$ cat src/hdl/spirx_pkg.sv
package spirx_pkg;

   // ----------------------------------------------------------------------
   // register indices (byte address is four times the index)
   // ----------------------------------------------------------------------
   localparam int unsigned SPIRX_IDX_W      = 18;
   localparam int unsigned SPIRX_ADR_W      = 20;
   localparam logic [17:0] SPIRX_IDX_CTRL   = 18'h3_0910;
   localparam logic [17:0] SPIRX_IDX_HWM    = 18'h3_0911;
   localparam logic [17:0] SPIRX_IDX_BANKEN = 18'h3_0912;
   localparam logic [17:0] SPIRX_IDX_LINKEN = 18'h3_0913;
   localparam logic [17:0] SPIRX_IDX_PROTEN = 18'h3_0914;
   localparam logic [17:0] SPIRX_IDX_BANKST = 18'h3_0918;
   localparam logic [17:0] SPIRX_IDX_LINKST = 18'h3_0919;
   localparam logic [17:0] SPIRX_IDX_PROTST = 18'h3_091A;

   // ----------------------------------------------------------------------
   // field positions
   // ----------------------------------------------------------------------
   localparam int unsigned SPIRX_CTRL_THR_LSB   = 1;
   localparam int unsigned SPIRX_CTRL_IGNORE    = 5;
   localparam int unsigned SPIRX_CTRL_TRAIN     = 6;
   localparam int unsigned SPIRX_CTRL_BASELINE  = 7;
   localparam int unsigned SPIRX_LINK_UNLOCK    = 0;
   localparam int unsigned SPIRX_LINK_BASE_DONE = 1;
   localparam int unsigned SPIRX_LINK_BASE_FAIL = 2;
   localparam int unsigned SPIRX_LINK_DSK_DONE  = 3;
   localparam int unsigned SPIRX_LINK_DSK_FAIL  = 4;
   localparam int unsigned SPIRX_LINK_TRAIN     = 5;
   localparam int unsigned SPIRX_LINK_ALIGN     = 6;
   localparam int unsigned SPIRX_LINK_TXLOF     = 7;
   localparam int unsigned SPIRX_PROT_BADCTL    = 1;
   localparam int unsigned SPIRX_PROT_PARITY    = 5;
   localparam logic [7:0]  SPIRX_PROT_MASK      = 8'h22;

   // ----------------------------------------------------------------------
   // reset values
   // ----------------------------------------------------------------------
   localparam logic [7:0]  SPIRX_RST_REG        = 8'h00;
   localparam logic [2:0]  SPIRX_RST_CNT        = 3'h0;

   // ----------------------------------------------------------------------
   // types
   // ----------------------------------------------------------------------
   typedef enum logic [1:0] {
      SPIRX_WAIT_LOCK = 2'b00,
      SPIRX_BASELINE  = 2'b01,
      SPIRX_RUN       = 2'b10,
      SPIRX_FAILED    = 2'b11
   } spirx_link_e;

   // one-cycle event strobes from the receive core
   typedef struct packed {
      logic [3:0] bank_overrun;
      logic [3:0] bank_underrun;
      logic       baseline_done;
      logic       baseline_fail;
      logic       deskew_done;
      logic       deskew_fail;
      logic       training_seen;
      logic       tx_frame_loss;
      logic       bad_control;
   } spirx_events_s;

   // parity check result of one received word
   typedef struct packed {
      logic valid;
      logic bad;
   } spirx_dip4_s;

   // complete state of the block
   typedef struct packed {
      logic [7:0]  ctrl;
      logic [7:0]  hwm;
      logic [7:0]  bank_en;
      logic [7:0]  link_en;
      logic [7:0]  prot_en;
      logic [7:0]  bank_st;
      logic [7:0]  link_st;
      logic [7:0]  prot_st;
      spirx_link_e link;
      logic        lock_s1;
      logic        lock_s2;
      logic        lock_q;
      logic        aligned;
      logic [2:0]  bad_cnt;
      logic [2:0]  good_cnt;
      logic        fifo_high;
      logic        ready;
      logic        ack;
      logic [7:0]  rdata;
      logic        irq;
   } spirx_state_s;

endpackage : spirx_pkg

$ cat src/hdl/spirx_event_enables.sv
// Decided for this implementation: the Wishbone register port.
`timescale 1ns/1ps

module spirx_event_enables
   import spirx_pkg::*;
#(
   parameter int unsigned ADR_W = SPIRX_ADR_W
)
(
   input  wire logic                 clk_i,
   input  wire logic                 rst_i,
   input  wire logic                 wb_cyc_i,
   input  wire logic                 wb_stb_i,
   input  wire logic                 wb_we_i,
   input  wire logic [ADR_W-1:0]     wb_adr_i,
   input  wire logic [3:0]           wb_sel_i,
   input  wire logic [31:0]          wb_dat_i,
   output logic      [31:0]          wb_dat_o,
   output logic                      wb_ack_o,
   input  wire logic                 pll_locked_i,
   input  wire spirx_events_s        events_i,
   input  wire spirx_dip4_s          dip4_i,
   input  wire logic [7:0]           fifo_fill_i,
   output logic                      rx_parity_error_ignore_o,
   output logic                      rx_training_detect_enable_o,
   output logic                      rx_baseline_enable_o,
   output logic                      rx_baseline_start_o,
   output logic      [2:0]           rx_parity_align_threshold_o,
   output logic      [7:0]           rx_fifo_high_watermark_o,
   output logic                      rx_fifo_above_watermark_o,
   output logic                      rx_aligned_o,
   output logic                      rx_link_ready_o,
   output logic                      irq_o
);

   // -------------------------------------------------------------------------
   // helper functions
   // -------------------------------------------------------------------------

   // word index of a byte address
   function automatic logic [17:0] word_index(input logic [ADR_W-1:0] adr);
      logic [ADR_W-1:0] shifted;
      shifted = adr >> 2;
      return shifted[17:0];
   endfunction : word_index

   // threshold of zero acts as one word
   function automatic logic [2:0] eff_threshold(input logic [2:0] thr);
      return (thr == 3'h0) ? 3'h1 : thr;
   endfunction : eff_threshold

   // sticky flag update, a new event wins over a clear
   function automatic logic [7:0] sticky(input logic [7:0] flags,
                                         input logic [7:0] clear,
                                         input logic [7:0] set);
      return (flags & ~clear) | set;
   endfunction : sticky

   // -------------------------------------------------------------------------
   // state
   // -------------------------------------------------------------------------
   spirx_state_s st;
   spirx_state_s next_st;

   logic [17:0] idx;
   logic        req;
   logic        wr_commit;
   logic [7:0]  wr_byte;
   logic [2:0]  threshold;
   logic        unlock_evt;
   logic        align_lost_evt;
   logic        parity_evt;
   logic        training_evt;
   logic [7:0]  bank_raw;
   logic [7:0]  link_raw;
   logic [7:0]  prot_raw;
   logic [7:0]  bank_clr;
   logic [7:0]  link_clr;
   logic [7:0]  prot_clr;

   // -------------------------------------------------------------------------
   // bus decode
   // -------------------------------------------------------------------------

   // write lands at the edge where ack is high
   assign idx       = word_index(wb_adr_i);
   assign req       = wb_cyc_i & wb_stb_i;
   assign wr_commit = req & st.ack & wb_we_i & wb_sel_i[0];
   assign wr_byte   = wb_dat_i[7:0];
   assign threshold = eff_threshold(st.ctrl[SPIRX_CTRL_THR_LSB +: 3]);

   // write-one-to-clear strobes for the three flag registers
   assign bank_clr = (wr_commit && idx == SPIRX_IDX_BANKST) ? wr_byte : 8'h00;
   assign link_clr = (wr_commit && idx == SPIRX_IDX_LINKST) ? wr_byte : 8'h00;
   assign prot_clr = (wr_commit && idx == SPIRX_IDX_PROTST) ? wr_byte : 8'h00;

   // -------------------------------------------------------------------------
   // raw events
   // -------------------------------------------------------------------------

   // lock falling edge, seen after the synchroniser
   assign unlock_evt = st.lock_q & ~st.lock_s2;

   // training only recognised while detection is enabled
   assign training_evt = events_i.training_seen & st.ctrl[SPIRX_CTRL_TRAIN];

   // every bad received word is a parity error event
   assign parity_evt = dip4_i.valid & dip4_i.bad;

   // alignment lost when the bad run reaches the threshold while aligned
   assign align_lost_evt = (st.link == SPIRX_RUN) & st.aligned & parity_evt
                         & ((st.bad_cnt + 3'h1) >= threshold);

   // bank events: overrun low nibble, underrun high nibble
   assign bank_raw = {events_i.bank_underrun, events_i.bank_overrun};

   // link events in enable register bit order
   always_comb
   begin
      link_raw                       = 8'h00;
      link_raw[SPIRX_LINK_UNLOCK]    = unlock_evt;
      link_raw[SPIRX_LINK_BASE_DONE] = events_i.baseline_done;
      link_raw[SPIRX_LINK_BASE_FAIL] = events_i.baseline_fail;
      link_raw[SPIRX_LINK_DSK_DONE]  = events_i.deskew_done;
      link_raw[SPIRX_LINK_DSK_FAIL]  = events_i.deskew_fail;
      link_raw[SPIRX_LINK_TRAIN]     = training_evt;
      link_raw[SPIRX_LINK_ALIGN]     = align_lost_evt;
      link_raw[SPIRX_LINK_TXLOF]     = events_i.tx_frame_loss;
   end

   // protocol events in enable register bit order
   always_comb
   begin
      prot_raw                     = 8'h00;
      prot_raw[SPIRX_PROT_BADCTL]  = events_i.bad_control;
      prot_raw[SPIRX_PROT_PARITY]  = parity_evt;
   end

   // -------------------------------------------------------------------------
   // next state
   // -------------------------------------------------------------------------
   always_comb
   begin
      next_st = st;

      // lock synchroniser, first stage read only by the second
      next_st.lock_s1 = pll_locked_i;
      next_st.lock_s2 = st.lock_s1;
      next_st.lock_q  = st.lock_s2;

      // register writes
      if (wr_commit)
      begin
         unique case (idx)
            SPIRX_IDX_CTRL:   next_st.ctrl    = wr_byte;
            SPIRX_IDX_HWM:    next_st.hwm     = wr_byte;
            SPIRX_IDX_BANKEN: next_st.bank_en = wr_byte;
            SPIRX_IDX_LINKEN: next_st.link_en = wr_byte;
            SPIRX_IDX_PROTEN: next_st.prot_en = wr_byte & SPIRX_PROT_MASK;
            default:          next_st.ctrl    = st.ctrl;
         endcase
      end

      // sticky flags, only enabled events set them
      next_st.bank_st = sticky(st.bank_st, bank_clr, bank_raw & st.bank_en);
      next_st.link_st = sticky(st.link_st, link_clr, link_raw & st.link_en);
      next_st.prot_st = sticky(st.prot_st, prot_clr,
                               prot_raw & st.prot_en & SPIRX_PROT_MASK);

      // per-bit gating of link events
      // pll unlock baseline done baseline fail
      // deskew done deskew fail training
      // alignment lost status frame loss gating

      // interrupt from enabled sticky flags
      next_st.irq = |(next_st.bank_st & next_st.bank_en)
                  | |(next_st.link_st & next_st.link_en)
                  | |(next_st.prot_st & next_st.prot_en);

      // link sequencer: lock, then baseline, then normal reception
      unique case (st.link)
         SPIRX_WAIT_LOCK:
         begin
            if (st.lock_s2)
            begin
               if (st.ctrl[SPIRX_CTRL_BASELINE])
                  next_st.link = SPIRX_BASELINE;
               else
                  next_st.link = SPIRX_RUN;
            end
         end
         SPIRX_BASELINE:
         begin
            if (!st.ctrl[SPIRX_CTRL_BASELINE])
               next_st.link = SPIRX_RUN;
            else if (events_i.baseline_fail)
               next_st.link = SPIRX_FAILED;
            else if (events_i.baseline_done)
               next_st.link = SPIRX_RUN;
         end
         SPIRX_RUN:
         begin
            next_st.link = SPIRX_RUN;
         end
         SPIRX_FAILED:
         begin
            next_st.link = SPIRX_FAILED;
         end
      endcase

      // lost lock restarts the sequence from any state
      if (!st.lock_s2)
         next_st.link = SPIRX_WAIT_LOCK;

      // alignment tracker from consecutive parity results
      if (st.link != SPIRX_RUN)
      begin
         next_st.aligned  = 1'b0;
         next_st.bad_cnt  = SPIRX_RST_CNT;
         next_st.good_cnt = SPIRX_RST_CNT;
      end
      else if (dip4_i.valid)
      begin
         if (dip4_i.bad)
         begin
            next_st.good_cnt = SPIRX_RST_CNT;
            if (align_lost_evt)
            begin
               next_st.aligned = 1'b0;
               next_st.bad_cnt = SPIRX_RST_CNT;
            end
            else if (st.aligned)
               next_st.bad_cnt = st.bad_cnt + 3'h1;
         end
         else
         begin
            next_st.bad_cnt = SPIRX_RST_CNT;
            if (!st.aligned)
            begin
               if ((st.good_cnt + 3'h1) >= threshold)
               begin
                  next_st.aligned  = 1'b1;
                  next_st.good_cnt = SPIRX_RST_CNT;
               end
               else
                  next_st.good_cnt = st.good_cnt + 3'h1;
            end
         end
      end

      // ready keeps passing data when parity errors are ignored
      next_st.ready = (next_st.link == SPIRX_RUN)
                    & (next_st.aligned | next_st.ctrl[SPIRX_CTRL_IGNORE]);

      // fifo fill above the programmed watermark
      next_st.fifo_high = (fifo_fill_i > st.hwm);

      // single-cycle acknowledge with registered read data
      next_st.ack   = req & ~st.ack;
      next_st.rdata = 8'h00;
      if (req && !st.ack && !wb_we_i)
      begin
         unique case (idx)
            SPIRX_IDX_CTRL:   next_st.rdata = st.ctrl;
            SPIRX_IDX_HWM:    next_st.rdata = st.hwm;
            SPIRX_IDX_BANKEN: next_st.rdata = st.bank_en;
            SPIRX_IDX_LINKEN: next_st.rdata = st.link_en;
            SPIRX_IDX_PROTEN: next_st.rdata = st.prot_en;
            SPIRX_IDX_BANKST: next_st.rdata = st.bank_st;
            SPIRX_IDX_LINKST: next_st.rdata = st.link_st;
            SPIRX_IDX_PROTST: next_st.rdata = st.prot_st;
            default:          next_st.rdata = 8'h00;
         endcase
      end
   end

   // -------------------------------------------------------------------------
   // state register
   // -------------------------------------------------------------------------
   always_ff @(posedge clk_i)
   begin
      if (rst_i)
      begin
         st          <= '0;
         st.ctrl     <= SPIRX_RST_REG;
         st.hwm      <= SPIRX_RST_REG;
         st.bank_en  <= SPIRX_RST_REG;
         st.link_en  <= SPIRX_RST_REG;
         st.prot_en  <= SPIRX_RST_REG;
         st.bank_st  <= SPIRX_RST_REG;
         st.link_st  <= SPIRX_RST_REG;
         st.prot_st  <= SPIRX_RST_REG;
         st.link     <= SPIRX_WAIT_LOCK;
         st.bad_cnt  <= SPIRX_RST_CNT;
         st.good_cnt <= SPIRX_RST_CNT;
         st.rdata    <= SPIRX_RST_REG;
      end
      else
      begin
         st <= next_st;
      end
   end

   // -------------------------------------------------------------------------
   // outputs, all from the state register
   // -------------------------------------------------------------------------
   assign wb_dat_o                    = {24'h00_0000, st.rdata};
   assign wb_ack_o                    = st.ack;
   assign rx_parity_error_ignore_o    = st.ctrl[SPIRX_CTRL_IGNORE];
   assign rx_training_detect_enable_o = st.ctrl[SPIRX_CTRL_TRAIN];
   assign rx_baseline_enable_o        = st.ctrl[SPIRX_CTRL_BASELINE];
   assign rx_baseline_start_o         = (st.link == SPIRX_BASELINE);
   assign rx_parity_align_threshold_o = st.ctrl[SPIRX_CTRL_THR_LSB +: 3];
   assign rx_fifo_high_watermark_o    = st.hwm;
   assign rx_fifo_above_watermark_o   = st.fifo_high;
   assign rx_aligned_o                = st.aligned;
   assign rx_link_ready_o             = st.ready;
   assign irq_o                       = st.irq;

endmodule : spirx_event_enables

$ cat config.mk
export PLATFORM = sky130hd
export DESIGN_NAME = spirx_event_enables
export DESIGN_NICKNAME = d
export VERILOG_FILES = /design/src/hdl/spirx_pkg.sv /design/src/hdl/spirx_event_enables.sv
export SDC_FILE = /design/constraint.sdc
export NUM_CORES = 1
export LEC_CHECK = 0
export BUFFER_PORTS_ARGS = -buffer_cell sky130_fd_sc_hd__buf_2
export CORE_ASPECT_RATIO = 0.75
export CORE_MARGIN = 2
export CORE_UTILIZATION = 35
export DETAILED_ROUTE_END_ITERATION = 10
export SYNTH_ARGS = -nofsm -noshare
export SYNTH_HDL_FRONTEND = slang
export SYNTH_SLANG_ARGS = --single-unit
$ cat constraint.sdc
create_clock -name clk_i -period 4.9 [get_ports clk_i]
set_input_delay 0 -clock clk_i [delete_from_list [all_inputs] [get_ports clk_i]]
set_output_delay 0 -clock clk_i [all_outputs]
set_load 0.005 [all_outputs]
==> summary.md, run 1 <==
| Metric | Value |
|---|---|
| Core footprint | 13060 um^2 |
| Max_slew headroom | 0.3481 |
| Required @ worst endpoint | a little over 5 ns |
| Syn. warnings | 0 |
| Status | finished, final reports clean |
| Area share of the largest cell type after synthesis | 0.3735 |
| Worst path slowest cell | nor2_2 |
| Core Rows | 36 |
| Die H | roughly 100 um |
| Layout cell share with drive strength beyond 1 | 0.1831 |
| Most common cell in the synthesized netlist | dfxtp_1 |
| Num ports | about 140 |
| Fmax | slightly below 0.3 GHz |
| Critical path data arrival time | roughly 3.6 ns |
| Critical path launch point type | flip-flop |
| Max_cap viols | 0 |
| Clock sinks | 88 |
| Tmin final | roughly 3.5 ns |
| Setup repair after global routing missed its margin | no |
| Crit end category | flip-flop |
| Cell Area, Placed | between 5000 and 6000 um^2 |
| Worst vdd ir | ~0.18 mV |
| Drt initial violations | about 320 |
| Number of CTS-inserted buffers | 9 |
| Vias/cell | ~5.6 |
| Worst Tran Pin Value | 0.9767 ns |
| TritonCTS clock tree | built |
| GRT Overall Usage | 0.2137 |
| Setup Viol. Count Final | 0 |
| Sequential cell area | approximately 1800 um^2 |
| Antenna fix cells | 0 |
| Total gr overflow | 0 |
| Predominant post-synthesis flop cell | dfxtp_1 |
| Final net count | between 700 and 800 |
| Design area | approximately 5500 um^2 |
| Worst-path clk slew | 0.07 ns |
| CP Buf/Inv Count | 0 |
| Area Growth Syn to Fin | 17.14% |
| DRT Pass-1 Iters | 5 |
| Netlist cell types | 55 |
| Routed len/inst | 18.79 um |
| Crit path largest cell delay | 0.78 ns |
| Synth Instances | a little under 600 |
| IO Port Bufs | between 80 and 90 |
| Fillcell total | about 1300 |
| Largest net degree at the start of global routing | just under 70 |
| Area of the multi-input gates | between 2000 and 3000 um^2 |
| Setup TNS | 0 ns |
| Crit-path leading delay family | simple AND/OR/NAND/NOR gates |
| Ys async rst share | 0 |
| P per Cell Area | ~290 nW/um^2 |
| Via count | approximately 4600 |
| CTS Buffer Depth | 2 |
| Cell Chain, Critical Path | nand4_1 > nor2_2 > nand4_2 > mux2i_1 > o21ai_0 > nor4b_1 > a41oi_1 |
| Detail Route Antenna Nets | 0 |
| Final hold violations | 0 |
| Skew final | between 0.009 and 0.01 ns |
| Commonest cells post-synth | dfxtp_1 (88), a21oi_1 (57), nor2_1 (50), buf_4 (46), nand2_1 (46) |
| Yosys top cell by area | dfxtp_1 |
| Crit share post-route | 0.7052 |
| Residual DRC | 0 |
| Max Slew Vio Count | 0 |
| Post-DP HPWL | 11160 um |
| Clk_lat worst skew | about 0.35 ns |
| Die width | approximately 140 um |
| CP Max Fanout | 21 |
| WS Path Type | reg -> reg |
| H-tree depth | 3 |
| Largest cells by area after synthesis | dfxtp_1 (37%), buf_4 (7.3%), a21oi_1 (6.0%), a22oi_1 (4.8%), nor2_1 (4.0%) |
| Final Wtd Congestion | 0.9860 |
| Root buf cell | clkbuf_16 |
| First-pass GRT wire length | ~24000 um |
| Initial antenna violation count | 0 |
| Starting Density | 0.3611 |
| Syn Area/Cell | 8.175 um^2 |
| EDFF count, synth | 0 |
| Vias in the first global route | 4374 |
| Leak | approximately 2.2 nW |
| Seq/Total Area, Yosys | 0.3735 |
| Post_cts resized | 0 |
| Total wire length | approximately 15000 um |
| HP Class | in -> reg |
| Power, Total | 1.580 mW |
| Synth Cell Area | 4717 um^2 |
| Die footprint | between 10000 and 15000 um^2 |
| Synth Register Bits | 88 |
-- cells by family (layout without fill, tap and decap cells) --
logic type / count (synthesis) / in the layout / share of synthesized area
compound gates: 163 / 163 / 0.2247
xor+xnor: 2 / 2 / 0.003714
fa+ha+maj: 15 / 15 / 0.03926
buf+inv: 96 / 146 / 0.1151
flops: 88 / 88 / 0.3735
mux: 9 / 9 / 0.01910
other cells: 1 / 24 / 0.0007950
simple gates: 203 / 203 / 0.2239
-- placed cells by master, fill, tap and decap left out, types with 3 or more instances in the layout --
cell,Yosys,routed
inv_1,24,24
and3_1,6,6
a22o_1,8,8
and3b_1,3,3
nand4_1,17,17
nand3b_1,3,3
conb_1,1,24
a21oi_1,57,57
mux2i_1,9,9
o21ai_0,20,20
clkbuf_16,0,9
dfxtp_1,88,88
buf_4,46,4
a41oi_1,7,7
nor3_1,4,4
nand3_1,28,28
buf_2,2,85
nand2b_1,10,10
nor2_2,5,6
a22oi_1,30,30
a221oi_1,9,9
ha_1,14,14
a31oi_1,9,9
o221ai_1,6,6
nand2_1,46,46
and2_1,7,7
nor2_1,50,49
dlygate4sd3_1,0,17
nor2b_1,9,9
-- worst register-to-register path, delay by kind of cell, from the launching register on --
| family | cells | cell delay, ns |
|---|---|---|
| AO/OA/AOI/OAI | 2 | 0.44 |
| AND/OR/NAND/NOR | 4 | 2.14 |
| multiplexers | 1 | 0.37 |
| flip-flops | 1 | 0.35 |
-- through the flow --
stage	instances	util	setup slack (ns)	hold slack, ns
finish	821	0.4230	1.444	0.03412
global route	821	0.4230	1.162	0.04748
CTS	821	0.4230	1.486	0.02530
detailed placement	788	0.3845	1.500	0.2140
global placement	788	0.3845	1.497	0.2198
floorplan	600	-	2.716	0.07975
-- state kept, by name, summed over array words and instances (netlist names) --
signal	flops
wb_ack_o	1
irq_o	1
rx_training_detect_enable_o	1
rx_aligned_o	1
rx_parity_align_threshold_o	3
rx_parity_error_ignore_o	1
next_st	2
rx_link_ready_o	1
st	59
rx_fifo_above_watermark_o	1
wb_dat_o	8
rx_baseline_enable_o	1
rx_fifo_high_watermark_o	8
-- where the power goes --
part | leakage, nW | internal (mW) | switching (mW)
Combinational | 1.28 | 0.0378 | 0.0587
Clock | 0.159 | 0.476 | 0.289
Sequential | 0.709 | 0.717 | 0.000959
-- final timing paths --
check	start	to	slack, ns	cells after the start
worst max register to register	wb_ack_o$_SDFF_PP0_	irq_o$_SDFF_PP0_	1.44	7
worst min register to register	st[24]$_SDFF_PP0_	st[24]$_SDFF_PP0_	0.45	2
worst max-delay path	wb_ack_o$_SDFF_PP0_	irq_o$_SDFF_PP0_	1.44	7
worst min-delay path	events_i[2]	st[37]$_SDFF_PP0_	0.03	4
-- final cells by class --
type                    instances  share of cell area
clock inverters                 4             0.01381
inverters                      24             0.01630
repair buffers                106              0.1132
well taps                     171             0.03872
multi-input cells             416              0.4527
clock buffers                  12             0.04642
flip-flops and latches         88              0.3188
-- routing by layer --
layer | part of all wire | GRT usage | routed length [um]
met1 | 0.46 | 0.3063 | 7082
met2 | 0.43 | 0.3136 | 6671
met5 | 0 | 0 | 0
met3 | 0.093 | 0.05729 | 1439
met4 | 0.015 | 0.06268 | 236
-- repair_timing --
| item | 4_1_cts | 5_1_grt |
|---|---|---|
| endpoints found under the hold margin | 16 | 0 |
| setup buffers | 0 | 0 |
| endpoints found under the setup margin | 0 | 0 |
| hold buffers | 17 | 0 |
Note: power is estimated with default switching activity, not from simulation.
==> run 2, diff against run 1 <==
- clock period: 4.9 -> 3.4 ns (I/O delays scaled with it)
==> summary.md, run 2 (synthesis gave the netlist of run 1 again) <==
| Metric | Value |
|---|---|
| Worst path slowest cell | nor2_2 (unchanged) |
| Fillcell total | 1340 (was 1349) |
| CTS Buffer Depth | 2 (unchanged) |
| TritonCTS clock tree | built (unchanged) |
| Worst-path clk slew | 0.07 ns (about the same) |
| Post_cts resized | 0 (unchanged) |
| Vias/cell | 5.484 (was 5.599) |
| Crit end category | flip-flop (unchanged) |
| Clk_lat worst skew | 0.34 ns (was 0.35 ns) |
| Worst vdd ir | 0.2662 mV (was 0.1765 mV) |
| Detail Route Antenna Nets | 0 (unchanged) |
| Most used routing layer | met2 (unchanged) |
| Vias in the first global route | 4286 (was 4374) |
| Setup TNS | 0 ns (unchanged) |
| CP Max Fanout | 13 (was 21) |
| Cells on worst reg2reg path | 7 (unchanged) |
| GRT Overall Usage | 0.2084 (was 0.2137) |
| Final Wtd Congestion | 0.9713 (was 0.9860) |
| Die width | 138.1 um (unchanged) |
| Via count | 4530 (was 4597) |
| Die H | 104.5 um (unchanged) |
| Commonest non-fill, non-tap cell in the layout | dfxtp_1 (unchanged) |
| Largest net degree at the start of global routing | 36 (was 69) |
| Design area | 5558 um^2 (was 5525 um^2) |
| Clock sinks | 88 (unchanged) |
| Drt initial violations | 405 (was 315) |
| Largest Register | st (unchanged) |
| WS Path Type | reg -> reg (unchanged) |
| Setup Viol. Count Final | 0 (unchanged) |
| First-pass GRT wire length | 23620 um (was 24180 um) |
| Total gr overflow | 0 (unchanged) |
| Core Rows | 36 (unchanged) |
| Num ports | 139 (unchanged) |
| Met3 Use GR | 0.07104 (was 0.05729) |
| Crit share post-route | 0.8463 (was 0.7052) |
| Starting Density | 0.3611 (unchanged) |
| Post-DP HPWL | 11100 um (was 11160 um) |
| Status | finished, final reports clean (unchanged) |
| Worst Tran Pin Value | 0.8579 ns (was 0.9767 ns) |
| GR Layer Usage met2 | 0.2953 (was 0.3136) |
| Hold slack final | 0.04243 ns (was 0.03412 ns) |
| Residual DRC | 0 (unchanged) |
| CTS Hold Bufs | 17 (unchanged) |
| Required @ worst endpoint | 3.57 ns (was 5.08 ns) |
| Max reg flops | 59 (unchanged) |
| Post-route setup slack | 0.5226 ns (was 1.444 ns) |
| Cell Area, Placed | 5060 um^2 (was 5022 um^2) |
| Most frequent CP cell | nand4_1 |
| Reg2Reg Setup Slack | 0.52 ns (was 1.44 ns) |
| H-tree depth | 3 (unchanged) |
| P per Cell Area | 408.2 nW/um^2 (was 285.9 nW/um^2) |
| Max_slew headroom | 0.4275 (was 0.3481) |
| Final net count | 751 (was 746) |
| Core footprint | 13060 um^2 (unchanged) |
| DRT Pass-1 Iters | 5 (unchanged) |
| HP Class | in -> reg (unchanged) |
| Initial antenna violation count | 0 (unchanged) |
| Critical path data arrival time | 3.05 ns (was 3.64 ns) |
| Worst path depth | 7 (unchanged) |
| Placement Setup Slack | 0.5514 ns (was 1.500 ns) |
| CP Buf/Inv Count | 0 (unchanged) |
| Area Growth Syn to Fin | 17.82% (was 17.14%) |
| Max_cap viols | 0 (unchanged) |
| Die footprint | 14430 um^2 (unchanged) |
| Placed Instances | 793 (was 788) |
| Skew final | 0.005063 ns (was 0.009905 ns) |
| Layout cell share with drive strength beyond 1 | 0.1908 (was 0.1831) |
| Total wire length | 15050 um (was 15430 um) |
| Highest-count cells in the layout ignoring fill and taps | dfxtp_1 (88), buf_2 (85), a21oi_1 (57) (unchanged) |
| Setup repair after global routing missed its margin | no (unchanged) |
| Sequential cell area | 1762 um^2 (unchanged) |
| Met1 Use GR | 0.2934 (was 0.3063) |
| Tmin final | 2.877 ns (was 3.456 ns) |
| Layout Cells excl Fill | 826 (was 821) |
| Final hold violations | 0 (unchanged) |
| Setup bufs post-CTS | 0 (unchanged) |
| Worst hold path depth | 3 (was 4) |
| Leak | 2.181 nW (was 2.153 nW) |
| Crit path largest cell delay | 0.56 ns (was 0.78 ns) |
| Area of the multi-input gates | 2501 um^2 (unchanged) |
| IO Port Bufs | 85 (unchanged) |
| Fmax | 0.3475 GHz (was 0.2894 GHz) |
| Max Slew Vio Count | 0 (unchanged) |
| Critical path launch point type | flip-flop (unchanged) |
| Antenna fix cells | 0 (unchanged) |
| Number of CTS-inserted buffers | 9 (unchanged) |
| Root buf cell | clkbuf_16 (unchanged) |
| Crit-path leading delay family | simple AND/OR/NAND/NOR gates (unchanged) |
| Cell Chain, Critical Path | nand4_1 > nor2_2 > nand3_1 > nand4_1 > o21ai_0 > nor4b_1 > a41oi_1 (was nand4_1 > nor2_2 > nand4_2 > mux2i_1 > o21ai_0 > nor4b_1 > a41oi_1) |
| Routed len/inst | 18.22 um (was 18.79 um) |
run 2: final cells by class:
type | instances | area share
repair buffers | 111 | 0.1193
clock buffers | 9 | 0.04052
multi-input cells | 416 | 0.4500
well taps | 171 | 0.03850
flip-flops and latches | 88 | 0.3170
inverters | 24 | 0.01621
clock inverters | 7 | 0.01846
run 2: worst register-to-register path, cell delays in order, from the launching register on:
cell and delay, ns:
dfxtp_1 0.35, nand4_1 0.17, nor2_2 0.56, nand3_1 0.49, nand4_1 0.25, o21ai_0 0.11, nor4b_1 0.52, a41oi_1 0.26
run 2: worst paths after layout:
path                     startpoint                      to
max             wb_ack_o$_SDFF_PP0_        irq_o$_SDFF_PP0_
min                     wb_dat_i[6]       st[70]$_SDFF_PP0_
max reg2reg     wb_ack_o$_SDFF_PP0_        irq_o$_SDFF_PP0_
min reg2reg  next_st[20]$_SDFF_PP0_  next_st[19]$_SDFF_PP0_
run 2: power breakdown:
group	internal, mW	leakage, nW	switching [mW]
sequential	1.03	0.709	0.00140
combinational	0.0545	1.31	0.0837
clock	0.654	0.162	0.441
run 2: through the flow:
step             util  total power [mW]
2_1_floorplan       -             1.137
3_3_place_gp   0.3874             1.178
3_5_place_dp   0.3874             1.179
4_1_cts        0.4255             2.283
5_1_grt        0.4255             2.343
6_report       0.4255             2.269
run 2: layer usage:
layer	part of all wire	wire length (um)	up-vias
li1	-	-	2174
met1	0.46	6981	2131
met2	0.41	6181	193
met3	0.10	1501	32
met4	0.025	382	0
met5	0	0	-
==> run 3, diff against run 2 <==
- clock period: 3.4 -> 2.65 ns (I/O delays scaled with it)
==> summary.md, run 3 (synthesis gave the netlist of run 1 again) <==
| Metric | Value |
|---|---|
| Status | finished, final reports clean (unchanged) |
| Detail Route Antenna Nets | 0 (unchanged) |
| Post-route setup slack | 0.1326 ns (was 0.5226 ns) |
| Max_slew headroom | 0.4722 (was 0.4275) |
| Setup TNS | 0 ns (unchanged) |
| Setup repair after global routing missed its margin | no (unchanged) |
| H-tree depth | 3 (unchanged) |
| Leak | 2.233 nW (was 2.181 nW) |
| Fillcell total | 1341 (was 1340) |
| HP Class | in -> reg (unchanged) |
| CP Max Fanout | 16 (was 13) |
| Die width | 138.1 um (unchanged) |
| Vias/cell | 5.625 (was 5.484) |
| Number of CTS-inserted buffers | 9 (unchanged) |
| Setup Viol. Count Final | 0 (unchanged) |
| Skew final | 0.008026 ns (was 0.005063 ns) |
| Die footprint | 14430 um^2 (unchanged) |
| Worst-path clk slew | 0.06 ns (was 0.07 ns) |
| Layout cell share with drive strength beyond 1 | 0.2039 (was 0.1908) |
| Placement Setup Slack | 0.05074 ns (was 0.5514 ns) |
| Cell Area, Placed | 5157 um^2 (was 5060 um^2) |
| Post-DP HPWL | 11560 um (was 11100 um) |
| Crit share post-route | 0.9500 (was 0.8463) |
| Largest Register | st (unchanged) |
| GRT Overall Usage | 0.2125 (was 0.2084) |
| Final hold violations | 0 (unchanged) |
| Worst Tran Pin Value | 0.7908 ns (was 0.8579 ns) |
| Num ports | 139 (unchanged) |
| Total gr overflow | 0 (unchanged) |
| Max Slew Vio Count | 0 (unchanged) |
| Worst vdd ir | 0.2853 mV (was 0.2662 mV) |
| First-pass GRT wire length | 23880 um (was 23620 um) |
| WS Path Type | reg -> reg (unchanged) |
| TritonCTS clock tree | built (unchanged) |
| Total wire length | 15640 um (was 15050 um) |
| Area Growth Syn to Fin | 19.05% (was 17.82%) |
| Via count | 4714 (was 4530) |
| Core Rows | 36 (unchanged) |
| Antenna fix cells | 0 (unchanged) |
| Critical path launch point type | flip-flop (unchanged) |
| Highest-count cells in the layout ignoring fill and taps | dfxtp_1 (88), buf_2 (85), a21oi_1 (57) (unchanged) |
| Routed len/inst | 18.67 um (was 18.22 um) |
| Hold slack final | 0.04371 ns (was 0.04243 ns) |
| Design area | 5615 um^2 (was 5558 um^2) |
| Largest net degree at the start of global routing | 25 (was 36) |
| Drt initial violations | 432 (was 405) |
| IO Port Bufs | 85 (unchanged) |
| CTS Buffer Depth | 2 (unchanged) |
| Die H | 104.5 um (unchanged) |
| Required @ worst endpoint | 2.84 ns (was 3.57 ns) |
| Starting Density | 0.3611 (unchanged) |
| Tmin final | 2.517 ns (was 2.877 ns) |
| Root buf cell | clkbuf_16 (unchanged) |
| Critical path data arrival time | 2.71 ns (was 3.05 ns) |
| Vias in the first global route | 4191 (was 4286) |
| Reg2Reg Setup Slack | 0.13 ns (was 0.52 ns) |
| Fmax | 0.3972 GHz (was 0.3475 GHz) |
| Max_cap viols | 0 (unchanged) |
| Max reg flops | 59 (unchanged) |
| Final Wtd Congestion | 0.9561 (was 0.9713) |
| Final net count | 764 (was 751) |
| Crit end category | flip-flop (unchanged) |
| Initial antenna violation count | 0 (unchanged) |
| P per Cell Area | 493.9 nW/um^2 (was 408.2 nW/um^2) |
| Power, Total | 2.773 mW (was 2.269 mW) |
| Core footprint | 13060 um^2 (unchanged) |
| DRT Pass-1 Iters | 5 (unchanged) |
| Clock sinks | 88 (unchanged) |
| Commonest non-fill, non-tap cell in the layout | dfxtp_1 (unchanged) |
| Residual DRC | 0 (unchanged) |
| Clk_lat worst skew | 0.34 ns (about the same) |
[run 3: changes by cell type in the layout (fill, tap and decap cells not counted), sizes merged]
| cell | previous run | this run |
|---|---|---|
| buf | 94 | 107 |
| bufinv | 2 | 1 |
| clkbuf | 9 | 11 |
| clkinv | 2 | 3 |
| inv | 27 | 24 |
[run 3: worst paths after layout]
check	from	end	cells past startpoint
max reg2reg	wb_ack_o$_SDFF_PP0_	irq_o$_SDFF_PP0_	7
min reg2reg	next_st[20]$_SDFF_PP0_	next_st[19]$_SDFF_PP0_	1
max	wb_ack_o$_SDFF_PP0_	irq_o$_SDFF_PP0_	7
min	wb_dat_i[6]	st[70]$_SDFF_PP0_	3
[run 3: per-layer routing]
metal  global-route usage  part of all wire  up-vias
met5                    0                 0        -
met2               0.3048              0.41      271
met4              0.05394             0.018        0
met3              0.05087              0.10       25
met1               0.3173              0.47     2221
li1                     -                 -     2197
[run 3: area by class of cell]
class	count	area [um^2]	share of cell area
Clock buffer	11	242.7	0.04323
Clock inverter	4	45.04	0.008021
Inverter	24	90.09	0.01604
Multi-Input combinational cell	416	2501	0.4454
Sequential cell	88	1762	0.3137
Tap cell	171	214.0	0.03810
Timing Repair Buffer	124	760.7	0.1355
[run 3: power breakdown]
| part | switching (mW) | total, mW | internal [mW] | leakage (nW) |
|---|---|---|---|---|
| clock | 0.515 | 1.26 | 0.746 | 0.145 |
| combinational | 0.111 | 0.183 | 0.0719 | 1.38 |
| sequential | 0.00190 | 1.33 | 1.33 | 0.709 |
[run 3: critical path: stages (launching register included)]
cell	delay, ns
dfxtp_1	0.35
nand4_1	0.18
nor2_2	0.31
nand4_2	0.43
o221ai_1	0.31
o21ai_0	0.12
nor4_1	0.45
a41oi_1	0.20
[run 3: metrics by stage]
step / cells / utilization
finish: 838 / 0.4299
global route: 838 / 0.4299
CTS: 838 / 0.4299
detailed placement: 806 / 0.3948
global placement: 806 / 0.3948
floorplan: 600 / -
[run 3: timing repair]
action / CTS / global route
endpoints found under the setup margin: 0 / 0
resized for setup: 0 / 0
hold endpoints to repair: 16 / 0
buffers inserted: 0 / 0
hold buffers: 17 / 0
